`src/design/pwr_down_pkg.sv`:
```
// Package for the power-down controller: register map, field layout,
// reset values, settling counts and the mode enumeration.
// Assumes one 40 MHz system clock and an 8-bit register port.
package pwr_down_pkg;

  // ---------------------------------------------------------------
  // Register map
  // ---------------------------------------------------------------
  localparam logic [15:0] SYSCTL_ADDR   = 16'hffc4;
  localparam logic [15:0] PD_STAT_ADDR  = 16'hffc6;
  localparam logic [7:0]  SYSCTL_RESET  = 8'h09;
  localparam logic [7:0]  SYSCTL_WMASK  = 8'hf7;
  localparam int          STANDBY_SELECT_POS      = 7;
  localparam int          STS_LSB       = 4;
  localparam int          RSRC_POS      = 3;

  // ---------------------------------------------------------------
  // Settling counts in system clock states
  // ---------------------------------------------------------------
  localparam int CNT_W          = 18;
  localparam int SETTLE_CNT_0   = 8192;
  localparam int SETTLE_CNT_1   = 16384;
  localparam int SETTLE_CNT_2   = 32768;
  localparam int SETTLE_CNT_3   = 65536;
  localparam int SETTLE_CNT_4   = 131072;
  localparam int SETTLE_CNT_FST = 1024;
  localparam int SYS_CLK_MHZ    = 40;
  localparam int MIN_SETTLE_MS  = 8;
  localparam int MIN_SETTLE_CYC = MIN_SETTLE_MS * 1000 * SYS_CLK_MHZ;

  typedef enum logic [2:0] {
    PD_RUN    = 3'b000,
    PD_SLEEP  = 3'b001,
    PD_SWSTBY = 3'b010,
    PD_SETTLE = 3'b011,
    PD_HWSTBY = 3'b100
  } pd_mode_t;

  typedef struct packed {
    logic       standby_select;
    logic [2:0] settle_time_sel;
    logic       reset_source_flag;
    logic       nmi_edge_select;
    logic       host_if_enable;
    logic       onchip_ram_enable;
  } system_control_reg_t;

  typedef struct packed {
    logic osc_run;
    logic sys_clk_run;
    logic cpu_run;
    logic cpu_reset;
    logic periph_run;
    logic periph_init;
    logic port_hiz;
    logic int_start;
  } pd_ctl_t;

endpackage

```
`src/design/settle_counter.sv`:
```
// Oscillator settling counter: loads a state count and reports when
// it has run out.
// Assumes start is a one-cycle pulse from the same clock domain.
`timescale 1ns/10ps
module settle_counter #(
  parameter int CNT_W = 18
) (
  input  wire logic             i_sys_clk,
  input  wire logic             i_sys_rst,
  input  wire logic             i_start,
  input  wire logic             i_abort,
  input  wire logic [CNT_W-1:0] i_target,
  output logic                  o_done
);
  import pwr_down_pkg::*;

  typedef struct packed {
    logic             running;
    logic [CNT_W-1:0] remain;
  } cnt_state_t;

  cnt_state_t st;
  cnt_state_t next_st;

  if (CNT_W < 2) begin : g_bad_width
    $error("settle_counter: CNT_W too small");
  end

  // Counts from the restart of the oscillator; done marks the last state
  always_comb begin
    next_st = st;
    o_done  = st.running && (st.remain == '0);
    if (i_abort) begin
      next_st.running = 1'b0;
    end else if (i_start) begin
      next_st.running = 1'b1;
      next_st.remain  = i_target - 1'b1;
    end else if (st.running) begin
      if (st.remain == '0) begin
        next_st.running = 1'b0;
      end else begin
        next_st.remain = st.remain - 1'b1;
      end
    end
  end

  always_ff @(posedge i_sys_clk) begin
    if (i_sys_rst) begin
      st <= '0;
    end else begin
      st <= next_st;
    end
  end

  count_down_a: assert property (@(posedge i_sys_clk) disable iff (i_sys_rst)
    st.running && st.remain != '0 && !i_abort && !i_start
      |=> st.remain == $past(st.remain) - 1'b1)
    else $error("settle count did not step down");

endmodule

```
`src/design/power_down_ctl.sv`:
```
// Power-down mode controller: system control register, sleep,
// software standby with oscillator settling, and hardware standby.
// Assumes the CPU gives a one-cycle sleep pulse and an interrupt
// request level on this clock; standby, wake and key pins are async.
//
// Operation
// - Sleep instruction with standby select 0 halts CPU, clock and peripherals run
// - Standby select stays 1 after interrupt wake; only software clears it (the code also clears it on the standby pin and on either reset)
// - Wake interrupt runs oscillator for chosen settle time, CPU stays stopped
// - Codes 000-011 give 8192-65536 states, 10x gives 131072, 11x unused
// - Flash variant: 100 gives 131072 states, 101 gives 1024 states
// - System control register resets to 0x09, or to 0x01 on a watchdog reset, with the documented bit layout
// - Sleep ends on any enabled interrupt, reset or standby pin
// - Software standby ends only on reset, standby pin or external wake
// - Interrupt wake restarts oscillator, waits, restores clock, starts handling
`timescale 1ns/10ps
module power_down_ctl #(
  parameter bit FLASH_VARIANT  = 1'b0,
  parameter int CNT_SEL_0      = pwr_down_pkg::SETTLE_CNT_0,
  parameter int CNT_SEL_1      = pwr_down_pkg::SETTLE_CNT_1,
  parameter int CNT_SEL_2      = pwr_down_pkg::SETTLE_CNT_2,
  parameter int CNT_SEL_3      = pwr_down_pkg::SETTLE_CNT_3,
  parameter int CNT_SEL_4      = pwr_down_pkg::SETTLE_CNT_4,
  parameter int CNT_SEL_FAST   = pwr_down_pkg::SETTLE_CNT_FST,
  parameter int MIN_SETTLE_CNT = pwr_down_pkg::MIN_SETTLE_CYC
) (
  input  wire logic                  i_sys_clk,
  input  wire logic                  i_sys_rst,
  input  wire logic                  i_wdt_rst,
  input  wire logic [15:0]           i_addr,
  input  wire logic [7:0]            i_wdata,
  input  wire logic                  i_wr,
  input  wire logic                  i_rd,
  output logic [7:0]                 o_rdata,
  input  wire logic                  i_sleep_exec,
  input  wire logic                  i_int_req,
  input  wire logic                  i_ext_wake,
  input  wire logic [15:0]           i_key_wake_inputs_n,
  input  wire logic                  i_hw_standby_pin_n,
  output pwr_down_pkg::pd_ctl_t      o_pd_ctl,
  output pwr_down_pkg::pd_mode_t     o_mode,
  output logic                       o_nmi_edge_select,
  output logic                       o_host_if_enable,
  output logic                       o_onchip_ram_enable
);
  import pwr_down_pkg::*;

  if (CNT_SEL_0 < 1 || CNT_SEL_1 < 1 || CNT_SEL_2 < 1 || CNT_SEL_3 < 1 ||
      CNT_SEL_4 < 1 || CNT_SEL_FAST < 1 || CNT_SEL_4 >= (1 << CNT_W))
  begin : g_bad_count
    $error("power_down_ctl: settle counts out of range");
  end

  // ---------------------------------------------------------------
  // State
  // ---------------------------------------------------------------
  typedef struct packed {
    logic [1:0]          hw_standby_pin_n_sync;
    logic [1:0]          wake_sync;
    logic [1:0]          key_sync;
    pd_mode_t            mode;
    system_control_reg_t sysctl;
    logic [7:0]          rdata;
    logic                int_start;
  } ctl_state_t;

  ctl_state_t st;
  ctl_state_t next_st;
  logic       settle_start;
  logic       settle_done;
  logic [CNT_W-1:0] settle_target;

  // Unused codes fall back to the longest count so the clock never
  // restarts early on a misprogrammed part.
  function automatic logic [CNT_W-1:0] settle_count(input logic [2:0] code);
    case (code)
      3'b000:  settle_count = CNT_W'(CNT_SEL_0);
      3'b001:  settle_count = CNT_W'(CNT_SEL_1);
      3'b010:  settle_count = CNT_W'(CNT_SEL_2);
      3'b011:  settle_count = CNT_W'(CNT_SEL_3);
      3'b101:  settle_count = FLASH_VARIANT ? CNT_W'(CNT_SEL_FAST)
                                            : CNT_W'(CNT_SEL_4);
      default: settle_count = CNT_W'(CNT_SEL_4);
    endcase
  endfunction

  assign settle_target = settle_count(st.sysctl.settle_time_sel);

  // ---------------------------------------------------------------
  // Next state
  // ---------------------------------------------------------------
  always_comb begin
    logic hw_standby_pin_n_low;
    logic ext_wake;
    logic too_short;
    hw_standby_pin_n_low  = !st.hw_standby_pin_n_sync[1];
    ext_wake  = st.wake_sync[1] || st.key_sync[1];
    // Compared at full integer width: the minimum may not fit the counter
    too_short = int'(settle_target) < MIN_SETTLE_CNT;
    next_st   = st;
    settle_start = 1'b0;
    next_st.hw_standby_pin_n_sync = {st.hw_standby_pin_n_sync[0], i_hw_standby_pin_n};
    next_st.wake_sync = {st.wake_sync[0], i_ext_wake};
    next_st.key_sync  = {st.key_sync[0], ~&i_key_wake_inputs_n};
    next_st.int_start = 1'b0;
    next_st.rdata     = 8'h00;

    if (i_rd && i_addr == SYSCTL_ADDR) begin
      next_st.rdata = st.sysctl;
    end else if (i_rd && i_addr == PD_STAT_ADDR) begin
      next_st.rdata = {4'h0, too_short, st.mode};
    end
    if (i_wr && i_addr == SYSCTL_ADDR) begin
      // Reset-source flag is read-only
      next_st.sysctl = (i_wdata & SYSCTL_WMASK) |
                       (st.sysctl & ~SYSCTL_WMASK);
    end

    if (hw_standby_pin_n_low) begin
      next_st.mode   = PD_HWSTBY;
      next_st.sysctl = SYSCTL_RESET;
    end else begin
      case (st.mode)
        PD_RUN: begin
          if (i_sleep_exec) begin
            next_st.mode = st.sysctl.standby_select ? PD_SWSTBY
                                                    : PD_SLEEP;
          end
        end
        PD_SLEEP: begin
          if (i_int_req || ext_wake) begin
            next_st.mode      = PD_RUN;
            next_st.int_start = 1'b1;
          end
        end
        PD_SWSTBY: begin
          // Internal interrupts cannot run without the clock
          if (ext_wake) begin
            next_st.mode = PD_SETTLE;
            settle_start = 1'b1;
          end
        end
        PD_SETTLE: begin
          if (settle_done) begin
            next_st.mode      = PD_RUN;
            next_st.int_start = 1'b1;
          end
        end
        // Left only by the system reset or the watchdog reset
        PD_HWSTBY: next_st.mode = PD_HWSTBY;
        default:   next_st.mode = PD_RUN;
      endcase
    end
  end

  // ---------------------------------------------------------------
  // Registers
  // ---------------------------------------------------------------
  always_ff @(posedge i_sys_clk) begin
    if (i_sys_rst) begin
      st            <= '0;
      st.hw_standby_pin_n_sync  <= 2'b11;
      st.mode       <= PD_RUN;
      st.sysctl     <= SYSCTL_RESET;
    end else if (i_wdt_rst) begin
      st            <= '0;
      st.hw_standby_pin_n_sync  <= 2'b11;
      st.mode       <= PD_RUN;
      st.sysctl     <= SYSCTL_RESET & ~(8'h01 << RSRC_POS);
    end else begin
      st <= next_st;
    end
  end

  settle_counter #(
    .CNT_W (CNT_W)
  ) u_settle (
    .i_sys_clk (i_sys_clk),
    .i_sys_rst (i_sys_rst),
    .i_start   (settle_start),
    .i_abort   (st.mode != PD_SETTLE && st.mode != PD_SWSTBY),
    .i_target  (settle_target),
    .o_done    (settle_done)
  );

  // ---------------------------------------------------------------
  // Outputs
  // ---------------------------------------------------------------
  // Oscillator restarts in settling while the chip clock stays gated
  assign o_pd_ctl.osc_run     = st.mode inside {PD_RUN, PD_SLEEP, PD_SETTLE};
  assign o_pd_ctl.sys_clk_run = st.mode inside {PD_RUN, PD_SLEEP};
  assign o_pd_ctl.cpu_run     = st.mode == PD_RUN;
  assign o_pd_ctl.cpu_reset   = st.mode == PD_HWSTBY;
  assign o_pd_ctl.periph_run  = st.mode inside {PD_RUN, PD_SLEEP};
  assign o_pd_ctl.periph_init = st.mode inside {PD_SWSTBY, PD_SETTLE,
                                                PD_HWSTBY};
  assign o_pd_ctl.port_hiz    = st.mode == PD_HWSTBY;
  assign o_pd_ctl.int_start   = st.int_start;
  assign o_mode               = st.mode;
  assign o_rdata              = st.rdata;
  assign o_nmi_edge_select    = st.sysctl.nmi_edge_select;
  assign o_host_if_enable     = st.sysctl.host_if_enable;
  assign o_onchip_ram_enable  = st.sysctl.onchip_ram_enable;

  // ---------------------------------------------------------------
  // Checks
  // ---------------------------------------------------------------
  logic [CNT_W-1:0] settle_len;
  always_ff @(posedge i_sys_clk) begin
    if (i_sys_rst || st.mode != PD_SETTLE) begin
      settle_len <= '0;
    end else begin
      settle_len <= settle_len + 1'b1;
    end
  end

  sleep_entry_a: assert property (@(posedge i_sys_clk) disable iff (i_sys_rst)
    st.mode == PD_RUN && i_sleep_exec && !st.sysctl.standby_select &&
    st.hw_standby_pin_n_sync[1] && !i_wdt_rst
      |=> o_mode == PD_SLEEP && o_pd_ctl.sys_clk_run && !o_pd_ctl.cpu_run)
    else $error("sleep not entered");
  swstby_entry_a: assert property (@(posedge i_sys_clk) disable iff (i_sys_rst)
    st.mode == PD_RUN && i_sleep_exec && st.sysctl.standby_select &&
    st.hw_standby_pin_n_sync[1] && !i_wdt_rst
      |=> !o_pd_ctl.osc_run && o_pd_ctl.periph_init && !o_pd_ctl.cpu_run)
    else $error("software standby not entered");
  standby_select_keep_a: assert property (@(posedge i_sys_clk) disable iff (i_sys_rst)
    st.mode == PD_SETTLE && settle_done && st.hw_standby_pin_n_sync[1] && !i_wdt_rst
      |=> st.sysctl.standby_select)
    else $error("standby select lost on wake");
  settle_hold_a: assert property (@(posedge i_sys_clk) disable iff (i_sys_rst)
    st.mode == PD_SETTLE |-> o_pd_ctl.osc_run && !o_pd_ctl.cpu_run &&
      !o_pd_ctl.sys_clk_run)
    else $error("clock released during settling");
  settle_len_a: assert property (@(posedge i_sys_clk) disable iff (i_sys_rst)
    st.mode == PD_SETTLE && settle_done && !st.sysctl.settle_time_sel[2]
      |-> settle_len + 1'b1 ==
          (st.sysctl.settle_time_sel[1:0] == 2'b00 ? CNT_W'(CNT_SEL_0) :
           st.sysctl.settle_time_sel[1:0] == 2'b01 ? CNT_W'(CNT_SEL_1) :
           st.sysctl.settle_time_sel[1:0] == 2'b10 ? CNT_W'(CNT_SEL_2) :
                                                     CNT_W'(CNT_SEL_3)))
    else $error("settle length wrong");
  settle_hi_a: assert property (@(posedge i_sys_clk) disable iff (i_sys_rst)
    st.mode == PD_SETTLE && settle_done && st.sysctl.settle_time_sel == 3'b101
      |-> settle_len + 1'b1 == (FLASH_VARIANT ? CNT_W'(CNT_SEL_FAST)
                                             : CNT_W'(CNT_SEL_4)))
    else $error("fast settle length wrong");
  hw_standby_a: assert property (@(posedge i_sys_clk) disable iff (i_sys_rst)
    !st.hw_standby_pin_n_sync[1] && !i_wdt_rst |=> o_pd_ctl.port_hiz &&
      st.sysctl == SYSCTL_RESET)
    else $error("hardware standby not entered");
  sysctl_reset_a: assert property (@(posedge i_sys_clk)
    i_sys_rst |=> st.sysctl == SYSCTL_RESET && o_rdata == 8'h00)
    else $error("system control reset value wrong");
  sleep_exit_a: assert property (@(posedge i_sys_clk) disable iff (i_sys_rst)
    st.mode == PD_SLEEP && i_int_req && st.hw_standby_pin_n_sync[1] && !i_wdt_rst
      |=> o_mode == PD_RUN && o_pd_ctl.int_start)
    else $error("sleep not left on interrupt");
  swstby_hold_a: assert property (@(posedge i_sys_clk) disable iff (i_sys_rst)
    st.mode == PD_SWSTBY && !st.wake_sync[1] && !st.key_sync[1] &&
    st.hw_standby_pin_n_sync[1] && !i_wdt_rst |=> o_mode == PD_SWSTBY)
    else $error("software standby left without wake");
  wake_int_a: assert property (@(posedge i_sys_clk) disable iff (i_sys_rst)
    st.mode == PD_SETTLE && settle_done && st.hw_standby_pin_n_sync[1] && !i_wdt_rst
      |=> o_pd_ctl.int_start && o_pd_ctl.sys_clk_run ##1 !o_pd_ctl.int_start)
    else $error("wake handling not started");

  sleep_c: cover property (@(posedge i_sys_clk) o_mode == PD_SLEEP);
  settle_c: cover property (@(posedge i_sys_clk)
    st.mode == PD_SETTLE && settle_done);
  hwstby_c: cover property (@(posedge i_sys_clk) o_mode == PD_HWSTBY);
  key_wake_c: cover property (@(posedge i_sys_clk)
    st.mode == PD_SWSTBY && st.key_sync[1]);

endmodule

```
`config.mk`:
```
export PLATFORM = sky130hd
export DESIGN_NAME = power_down_ctl
export DESIGN_NICKNAME = d
export VERILOG_FILES = /design/src/design/pwr_down_pkg.sv /design/src/design/settle_counter.sv /design/src/design/power_down_ctl.sv
export SDC_FILE = /design/constraint.sdc
export NUM_CORES = 1
export LEC_CHECK = 0
export BUFFER_PORTS_ARGS = -buffer_cell sky130_fd_sc_hd__buf_4
export CORE_AREA = 10 10 119 121
export DETAILED_ROUTE_END_ITERATION = 6
export DIE_AREA = 0 0 129 131
export GPL_ROUTABILITY_DRIVEN = 1
export HOLD_SLACK_MARGIN = 0.02
export PLACE_DENSITY = 0.39
export SLEW_MARGIN = 20
export SYNTH_ARGS = -nofsm -noshare
export SYNTH_HDL_FRONTEND = slang
export SYNTH_HIERARCHICAL = 1
export SYNTH_SLANG_ARGS = --single-unit
```
`constraint.sdc`:
```
create_clock -name i_sys_clk -period 5.1 [get_ports i_sys_clk]
set_input_delay 0.765 -clock i_sys_clk [delete_from_list [all_inputs] [get_ports i_sys_clk]]
set_output_delay 0.765 -clock i_sys_clk [all_outputs]
set_load 0.01 [all_outputs]
```
==> summary.log, run 1 <==
INFO  status         status=completed
INFO  final_layout   most_frequent_standard_cell_in_the_layout_excluding_fill_and_tap_cells=sky130_fd_sc_hd__buf_4
INFO  setup_path     critical_path.endpoint_type=flip-flop
INFO  floorplanning  placementRows=40
INFO  detailed_routing drt-vias-per-instance=4.62
INFO  sta            tightestPinTransition=0.600ns
INFO  global_routing largest_net_degree_at_the_start_of_global_routing=23
INFO  logic_synthesis synthFlopType=sky130_fd_sc_hd__dfxtp_1
INFO  logic_synthesis yosys.cell_types.count=68
INFO  setup_path     critical_path_class=reg2reg
INFO  placed_design  gp_congestion=0.749
INFO  setup_path     path_delay_family=compound AO/OA/AOI/OAI gates
INFO  detailed_routing num_vias=2755
INFO  logic_synthesis ys_async_sr_fraction=0%
INFO  placed_design  dpl-instance-area=0.00355mm2
INFO  sta            layout_worst_path_cycle_share=59.0%
INFO  sta            final-hold-violation-count=0
INFO  pwr            irDropWorstVdd=0.125mV
INFO  detailed_routing detail_route.wl_per_cell=14.8um
INFO  logic_synthesis ys_ff_latch=45
INFO  sta            setup_violations=0
INFO  setup_path     worst_path_max_delay_cell=sky130_fd_sc_hd__dfxtp_1
INFO  placed_design  preCtsSetupSlack=2.03ns
INFO  clocking       cts-root-buf=sky130_fd_sc_hd__clkbuf_16
INFO  clocking       clock_tree.htree_level_count=2
INFO  logic_synthesis synth_edf_count=0
INFO  final_layout   design.final.nets=500
INFO  clocking       clk_pin_slew_worst_paths=0.07ns
INFO  setup_path     critPathRequiredTime=5.28ns
INFO  floorplanning  die_footprint=0.0169mm2
INFO  pwr            report.power.total=0.000746W
INFO  floorplanning  coreArea=0.0118mm2
INFO  global_routing globalRoute.totalOverflow=0
INFO  global_routing grt_antenna_before_repair=0
INFO  detailed_routing final_ant_viol_nets=0
INFO  global_routing first_pass_grt_wire_length=14.4mm
INFO  setup_path     worst-endpoint-arrival=3.18ns
INFO  logic_synthesis instance_count_of_the_mapped_netlist=342
INFO  detailed_routing drt-pass1-iter-count=4
INFO  logic_synthesis seq_area_frac_synth=32.3%
INFO  sta            setup_slack=2.09ns
INFO  sta            final-max-slew-violation-count=0
INFO  final_layout   layout_common_cells=70 x sky130_fd_sc_hd__buf_4, 61 x sky130_fd_sc_hd__conb_1, 45 x sky130_fd_sc_hd__dfxtp_1
INFO  detailed_routing remaining_drc_errors=0
INFO  placed_design  dp_hpwl=6.79mm
INFO  pwr            power_leakage=1.61nW
INFO  sta            grt_setup_unrepaired=no
INFO  logic_synthesis synth_warnings=6
INFO  worst_hold_path hold_path.class=reg2reg
INFO  floorplanning  dieWidth=129um
INFO  final_layout   areaGrowthSynthToFinish=32.3%
INFO  clocking       cts_setup_buffers=0
INFO  setup_path     number_of_buffer_and_inverter_stages_on_the_critical_path=2
INFO  final_layout   num-fill-cells=1290
INFO  clocking       cts_hold_buffers=0
INFO  sta            setup-tns-final=0ns
INFO  logic_synthesis postSynthAreaPerCell=8.17um2
INFO  global_routing grt_pass1_vias=2779
INFO  pwr            cellPowerDensity=202mW/mm2
INFO  final_layout   post_layout_nonfiller_instances=596
INFO  sta            finClkSkew=0.00659ns
INFO  run            maxCapViolCount=0
INFO  floorplanning  ios=71
INFO  floorplanning  initial_utilization=23.6%
INFO  final_layout   drive_above_1_share=21.6%
INFO  placed_design  port_buffers=69
INFO  clocking       cts_made_buffers=5
INFO  sta            layout_min_cycle_time=3.01ns
INFO  placed_design  dp.cells=589
INFO  sta            fmax=332MHz
INFO  setup_path     critical-path-max-stage-delay=0.54ns
INFO  final_layout   finish.instance_area=0.00369mm2
INFO  clocking       cts_buffer_depth=2
INFO  logic_synthesis netlist_area=0.00279mm2
INFO  setup_path     critical_path.max_fanout=20
INFO  sta            relSlewSlack=59.8%
INFO  detailed_routing detail_route.iter0.violations=108
INFO  clocking       clock_tree_from_tritoncts=yes
INFO  clocking       cts.sink_count=45
INFO  setup_path     path_cells=nand2b_1, nor4b_2, buf_4, inv_1, a21oi_1, o31a_4, nor2_1, a2111oi_0
INFO  setup_path     timing.critical_path.from_type=flip-flop
INFO  global_routing gr-usage-all-layers=10.7%
INFO  floorplanning  die_h=131um
INFO  detailed_routing drt_wl_total=8.80mm
INFO  clocking       cts_resized=0
INFO  setup_path     r2r_setup_slack=2.09ns
INFO  final_layout   antennaDiodeCount=0
INFO  clocking       insertion_delay=0.29ns
==> worst reg2reg max path, stage by stage, from the launching register on <==
cell	delay, ns
sky130_fd_sc_hd__dfxtp_1	0.54
sky130_fd_sc_hd__nand2b_1	0.42
sky130_fd_sc_hd__nor4b_2	0.33
sky130_fd_sc_hd__buf_4	0.30
sky130_fd_sc_hd__inv_1	0.29
sky130_fd_sc_hd__a21oi_1	0.29
sky130_fd_sc_hd__o31a_4	0.31
sky130_fd_sc_hd__nor2_1	0.06
sky130_fd_sc_hd__a2111oi_0	0.35
==> per-stage QoR <==
stage / hold WS [ns] / util, %
6_report: 0.415 / 31.3
5_1_grt: 0.439 / 31.3
4_1_cts: 0.424 / 31.3
3_5_place_dp: 0.408 / 30.1
3_3_place_gp: 0.393 / 30.1
2_1_floorplan: 0.384 / -
==> synthesized netlist by cell type, types with 4 or more instances <==
| master | number | area, um2 |
|---|---|---|
| sky130_fd_sc_hd__nand4_1 | 10 | 62.6 |
| sky130_fd_sc_hd__inv_1 | 14 | 52.6 |
| sky130_fd_sc_hd__nand2b_1 | 7 | 43.8 |
| sky130_fd_sc_hd__clkbuf_1 | 12 | 45.0 |
| sky130_fd_sc_hd__o21ai_0 | 14 | 70.1 |
| sky130_fd_sc_hd__a211oi_1 | 4 | 30.0 |
| sky130_fd_sc_hd__nor2_1 | 33 | 124 |
| sky130_fd_sc_hd__and2_1 | 7 | 43.8 |
| sky130_fd_sc_hd__nand2_1 | 14 | 52.6 |
| sky130_fd_sc_hd__xnor2_1 | 6 | 52.6 |
| sky130_fd_sc_hd__nor4_1 | 12 | 75.1 |
| sky130_fd_sc_hd__or4_1 | 11 | 82.6 |
| sky130_fd_sc_hd__or2_2 | 4 | 25.0 |
| sky130_fd_sc_hd__o31ai_1 | 6 | 45.0 |
| sky130_fd_sc_hd__nand3_1 | 13 | 65.1 |
| sky130_fd_sc_hd__buf_4 | 14 | 105 |
| sky130_fd_sc_hd__dfxtp_1 | 45 | 901 |
| sky130_fd_sc_hd__a21oi_1 | 21 | 105 |
| sky130_fd_sc_hd__nor3_1 | 13 | 65.1 |
| sky130_fd_sc_hd__or3_1 | 8 | 50.1 |
| sky130_fd_sc_hd__o211ai_1 | 5 | 37.5 |
==> state kept, by name, summed over array words and instances (netlist names) <==
name / count
o_pd_ctl: 1
next_st: 3
st: 8
u_settle/st: 19
o_onchip_ram_enable: 1
o_rdata: 8
o_mode: 3
o_nmi_edge_select: 1
o_host_if_enable: 1
==> final cells by class <==
class                           count  area (um2)  area share (%)
Clock inverter                      2        16.3           0.440
Sequential cell                    45         901            24.4
Multi-Input combinational cell    313        1890            51.2
Inverter                           14        52.6            1.42
Timing Repair Buffer               70         526            14.2
Clock buffer                        5         125            3.39
Tap cell                          147         184            4.98
==> worst paths after layout <==
check / startpoint / endpoint / depth (start not counted)
min: next_st[25]$_SDFF_PP1_ / st[25]$_SDFF_PP1_ / 1
max reg2reg: o_mode[1]$_SDFFE_PP0P_ / u_settle/st[13]$_SDFFE_PP0P_ / 8
min reg2reg: next_st[25]$_SDFF_PP1_ / st[25]$_SDFF_PP1_ / 1
max: o_mode[1]$_SDFFE_PP0P_ / u_settle/st[13]$_SDFFE_PP0P_ / 8
==> routing by layer <==
layer  track usage, %  up-vias  part of all wire (%)
met5                0        -                     0
met2             18.3       37                    50
met1             13.2     1276                    47
met3             1.97        5                   2.5
met4             3.61        0                   1.3
li1                 -     1437                     -
==> logic make-up after synthesis <==
kind of cell	count (synthesis)	synth area share, %
flip-flops	45	32.3
XOR/XNOR	8	2.51
AND/OR/NAND/NOR	155	33.6
other	1	0.134
AO/OA/AOI/OAI	84	21.1
buffers and inverters	44	8.38
adder cells (fa/ha/maj)	2	0.896
multiplexers	3	1.08
==> where the power goes <==
group          switching [W]  internal (W)  leakage, nW
Combinational      0.0000287     0.0000349         1.18
Sequential        0.00000185      0.000354        0.364
Clock               0.000147      0.000180       0.0659
Total               0.000178      0.000569         1.61
Note: power is estimated with default switching activity, not from simulation.
==> inputs of run 2 (changes only) <==
--- a/config.mk
+++ b/config.mk
@@ -11,7 +11,7 @@
 export DIE_AREA = 0 0 129 131
 export GPL_ROUTABILITY_DRIVEN = 1
 export HOLD_SLACK_MARGIN = 0.02
-export PLACE_DENSITY = 0.39
+export PLACE_DENSITY = 0.4
 export SLEW_MARGIN = 20
 export SYNTH_ARGS = -nofsm -noshare
 export SYNTH_HDL_FRONTEND = slang
==> constraint.sdc (replaced) <==
create_clock -name i_sys_clk -period 2.7 [get_ports i_sys_clk]
set_input_delay 0.405 -clock i_sys_clk [delete_from_list [all_inputs] [get_ports i_sys_clk]]
set_output_delay 0.405 -clock i_sys_clk [all_outputs]
set_load 0.01 [all_outputs]
==> run 2 against run 1 <==
Highest routed layer unchanged. Global-route usage grew 0.11 points. Fmax grew 34%. Largest power group unchanged. Largest cell class unchanged. Clock skew grew 0.00099 ns.
==> summary.log, run 2 (synthesis results as in run 1) <==
INFO  sta            finClkSkew=0.00758ns
INFO  detailed_routing drt-vias-per-instance=4.50
INFO  global_routing grt_pass1_vias=2786
INFO  sta            grt_setup_unrepaired=no
INFO  sta            final-max-slew-violation-count=0
INFO  setup_path     critical_path.endpoint_type=flip-flop
INFO  final_layout   largest_register_ff_count=19
INFO  global_routing gr-usage-all-layers=10.8%
INFO  sta            fin_hold_ws=0.298ns
INFO  sta            final-hold-violation-count=0
INFO  final_layout   largest-register=u_settle/st
INFO  final_layout   layout_common_cells=78 x sky130_fd_sc_hd__buf_4, 61 x sky130_fd_sc_hd__conb_1, 45 x sky130_fd_sc_hd__dfxtp_1
INFO  floorplanning  placementRows=40
INFO  detailed_routing detail_route.wl_per_cell=14.4um
INFO  clocking       cts_hold_buffers=0
INFO  detailed_routing final_ant_viol_nets=0
INFO  run            maxCapViolCount=0
INFO  pwr            irDropWorstVdd=0.219mV
INFO  placed_design  dp_hpwl=6.94mm
INFO  final_layout   antennaDiodeCount=0
INFO  setup_path     worst-endpoint-arrival=2.43ns
INFO  global_routing globalRoute.totalOverflow=0
INFO  clocking       clock_tree_from_tritoncts=yes
INFO  floorplanning  die_footprint=0.0169mm2
INFO  detailed_routing num_vias=2729
INFO  setup_path     timing.critical_path.from_type=flip-flop
INFO  final_layout   areaGrowthSynthToFinish=35.6%
INFO  clocking       cts_setup_buffers=0
INFO  global_routing first_pass_grt_wire_length=14.5mm
INFO  clocking       clk_pin_slew_worst_paths=0.07ns
INFO  sta            setup_slack=0.455ns
INFO  pwr            cellPowerDensity=380mW/mm2
INFO  detailed_routing detail_route.iter0.violations=137
INFO  setup_path     critical_path_class=reg2reg
INFO  clocking       cts_resized=0
INFO  clocking       cts_buffer_depth=2
INFO  status         status=completed
INFO  final_layout   final_util=32.1%
INFO  setup_path     critical_path.max_fanout=15
INFO  sta            setup_violations=0
INFO  clocking       cts-root-buf=sky130_fd_sc_hd__clkbuf_16
INFO  final_layout   design.final.nets=509
INFO  clocking       cts.sink_count=45
INFO  setup_path     critPathRequiredTime=2.89ns
INFO  final_layout   num-fill-cells=1313
INFO  sta            fmax=445MHz
INFO  placed_design  gp_congestion=0.797
INFO  final_layout   drive_above_1_share=23.3%
INFO  sta            relSlewSlack=62.6%
INFO  final_layout   most_frequent_standard_cell_in_the_layout_excluding_fill_and_tap_cells=sky130_fd_sc_hd__buf_4
INFO  detailed_routing drt-pass1-iter-count=4
INFO  clocking       cts_made_buffers=5
INFO  clocking       clock_tree.htree_level_count=2
INFO  pwr            power_leakage=1.66nW
INFO  sta            setup-tns-final=0ns
INFO  floorplanning  coreArea=0.0118mm2
INFO  floorplanning  initial_utilization=23.6%
INFO  final_layout   register_area=901um2
INFO  detailed_routing remaining_drc_errors=0
INFO  global_routing grt_antenna_before_repair=0
INFO  floorplanning  dieWidth=129um
INFO  floorplanning  ios=71
INFO  sta            layout_min_cycle_time=2.24ns
INFO  detailed_routing drt_wl_total=8.73mm
INFO  final_layout   multiInputGateArea=0.00189mm2
INFO  sta            tightestPinTransition=0.556ns
INFO  placed_design  port_buffers=69
INFO  sta            layout_worst_path_cycle_share=83.1%
INFO  worst_hold_path hold_path.class=in2reg
INFO  placed_design  preCtsSetupSlack=0.442ns
INFO  clocking       insertion_delay=0.29ns
INFO  floorplanning  die_h=131um
INFO  global_routing largest_net_degree_at_the_start_of_global_routing=23
## run 2: final timing paths
path / from / end / slack, ns / cells after the start
max: u_settle/st[0]$_SDFFE_PP0P_ / u_settle/st[16]$_SDFFE_PP0P_ / 0.46 / 8
min: i_hw_standby_pin_n / next_st[25]$_SDFF_PP1_ / 0.30 / 2
max reg2reg: u_settle/st[0]$_SDFFE_PP0P_ / u_settle/st[16]$_SDFFE_PP0P_ / 0.46 / 8
min reg2reg: next_st[25]$_SDFF_PP1_ / st[25]$_SDFF_PP1_ / 0.41 / 1
## run 2: stage by stage
step	area, um2	std cells	total power [W]
2_1_floorplan	3020	402	0.000740
3_3_place_gp	3630	598	0.000804
3_5_place_dp	3630	598	0.000806
4_1_cts	3790	606	0.00146
5_1_grt	3790	606	0.00150
6_report	3790	606	0.00144
## run 2: layout make-up
| class | instances | share of cell area [%] |
|---|---|---|
| multi-input cells | 313 | 49.9 |
| flip-flops and latches | 45 | 23.8 |
| repair buffers | 79 | 16.0 |
| well taps | 147 | 4.86 |
| clock buffers | 6 | 3.67 |
| inverters | 14 | 1.39 |
| clock inverters | 2 | 0.429 |
## run 2: power breakdown
group          internal (W)  switching [W]
registers          0.000668     0.00000325
clock network      0.000372       0.000272
logic             0.0000671      0.0000559
## run 2: routing by layer
metal / track usage [%] / up-vias / routed length [um] / part of all wire (%)
li1: - / 1447 / - / -
met1: 12.4 / 1245 / 3820 / 44
met2: 20.3 / 31 / 4540 / 52
met3: 1.21 / 6 / 240 / 2.7
met4: 3.81 / 0 / 125 / 1.4
met5: 0 / - / 0 / 0
## run 2: critical path: stages, from the launching register on
cell and delay, ns:
sky130_fd_sc_hd__dfxtp_1 0.33, sky130_fd_sc_hd__inv_1 0.06, sky130_fd_sc_hd__ha_1 0.15, sky130_fd_sc_hd__or3b_1 0.42, sky130_fd_sc_hd__or3_4 0.43, sky130_fd_sc_hd__o31a_4 0.38
sky130_fd_sc_hd__nand2b_2 0.12, sky130_fd_sc_hd__inv_1 0.05, sky130_fd_sc_hd__a32o_1 0.20
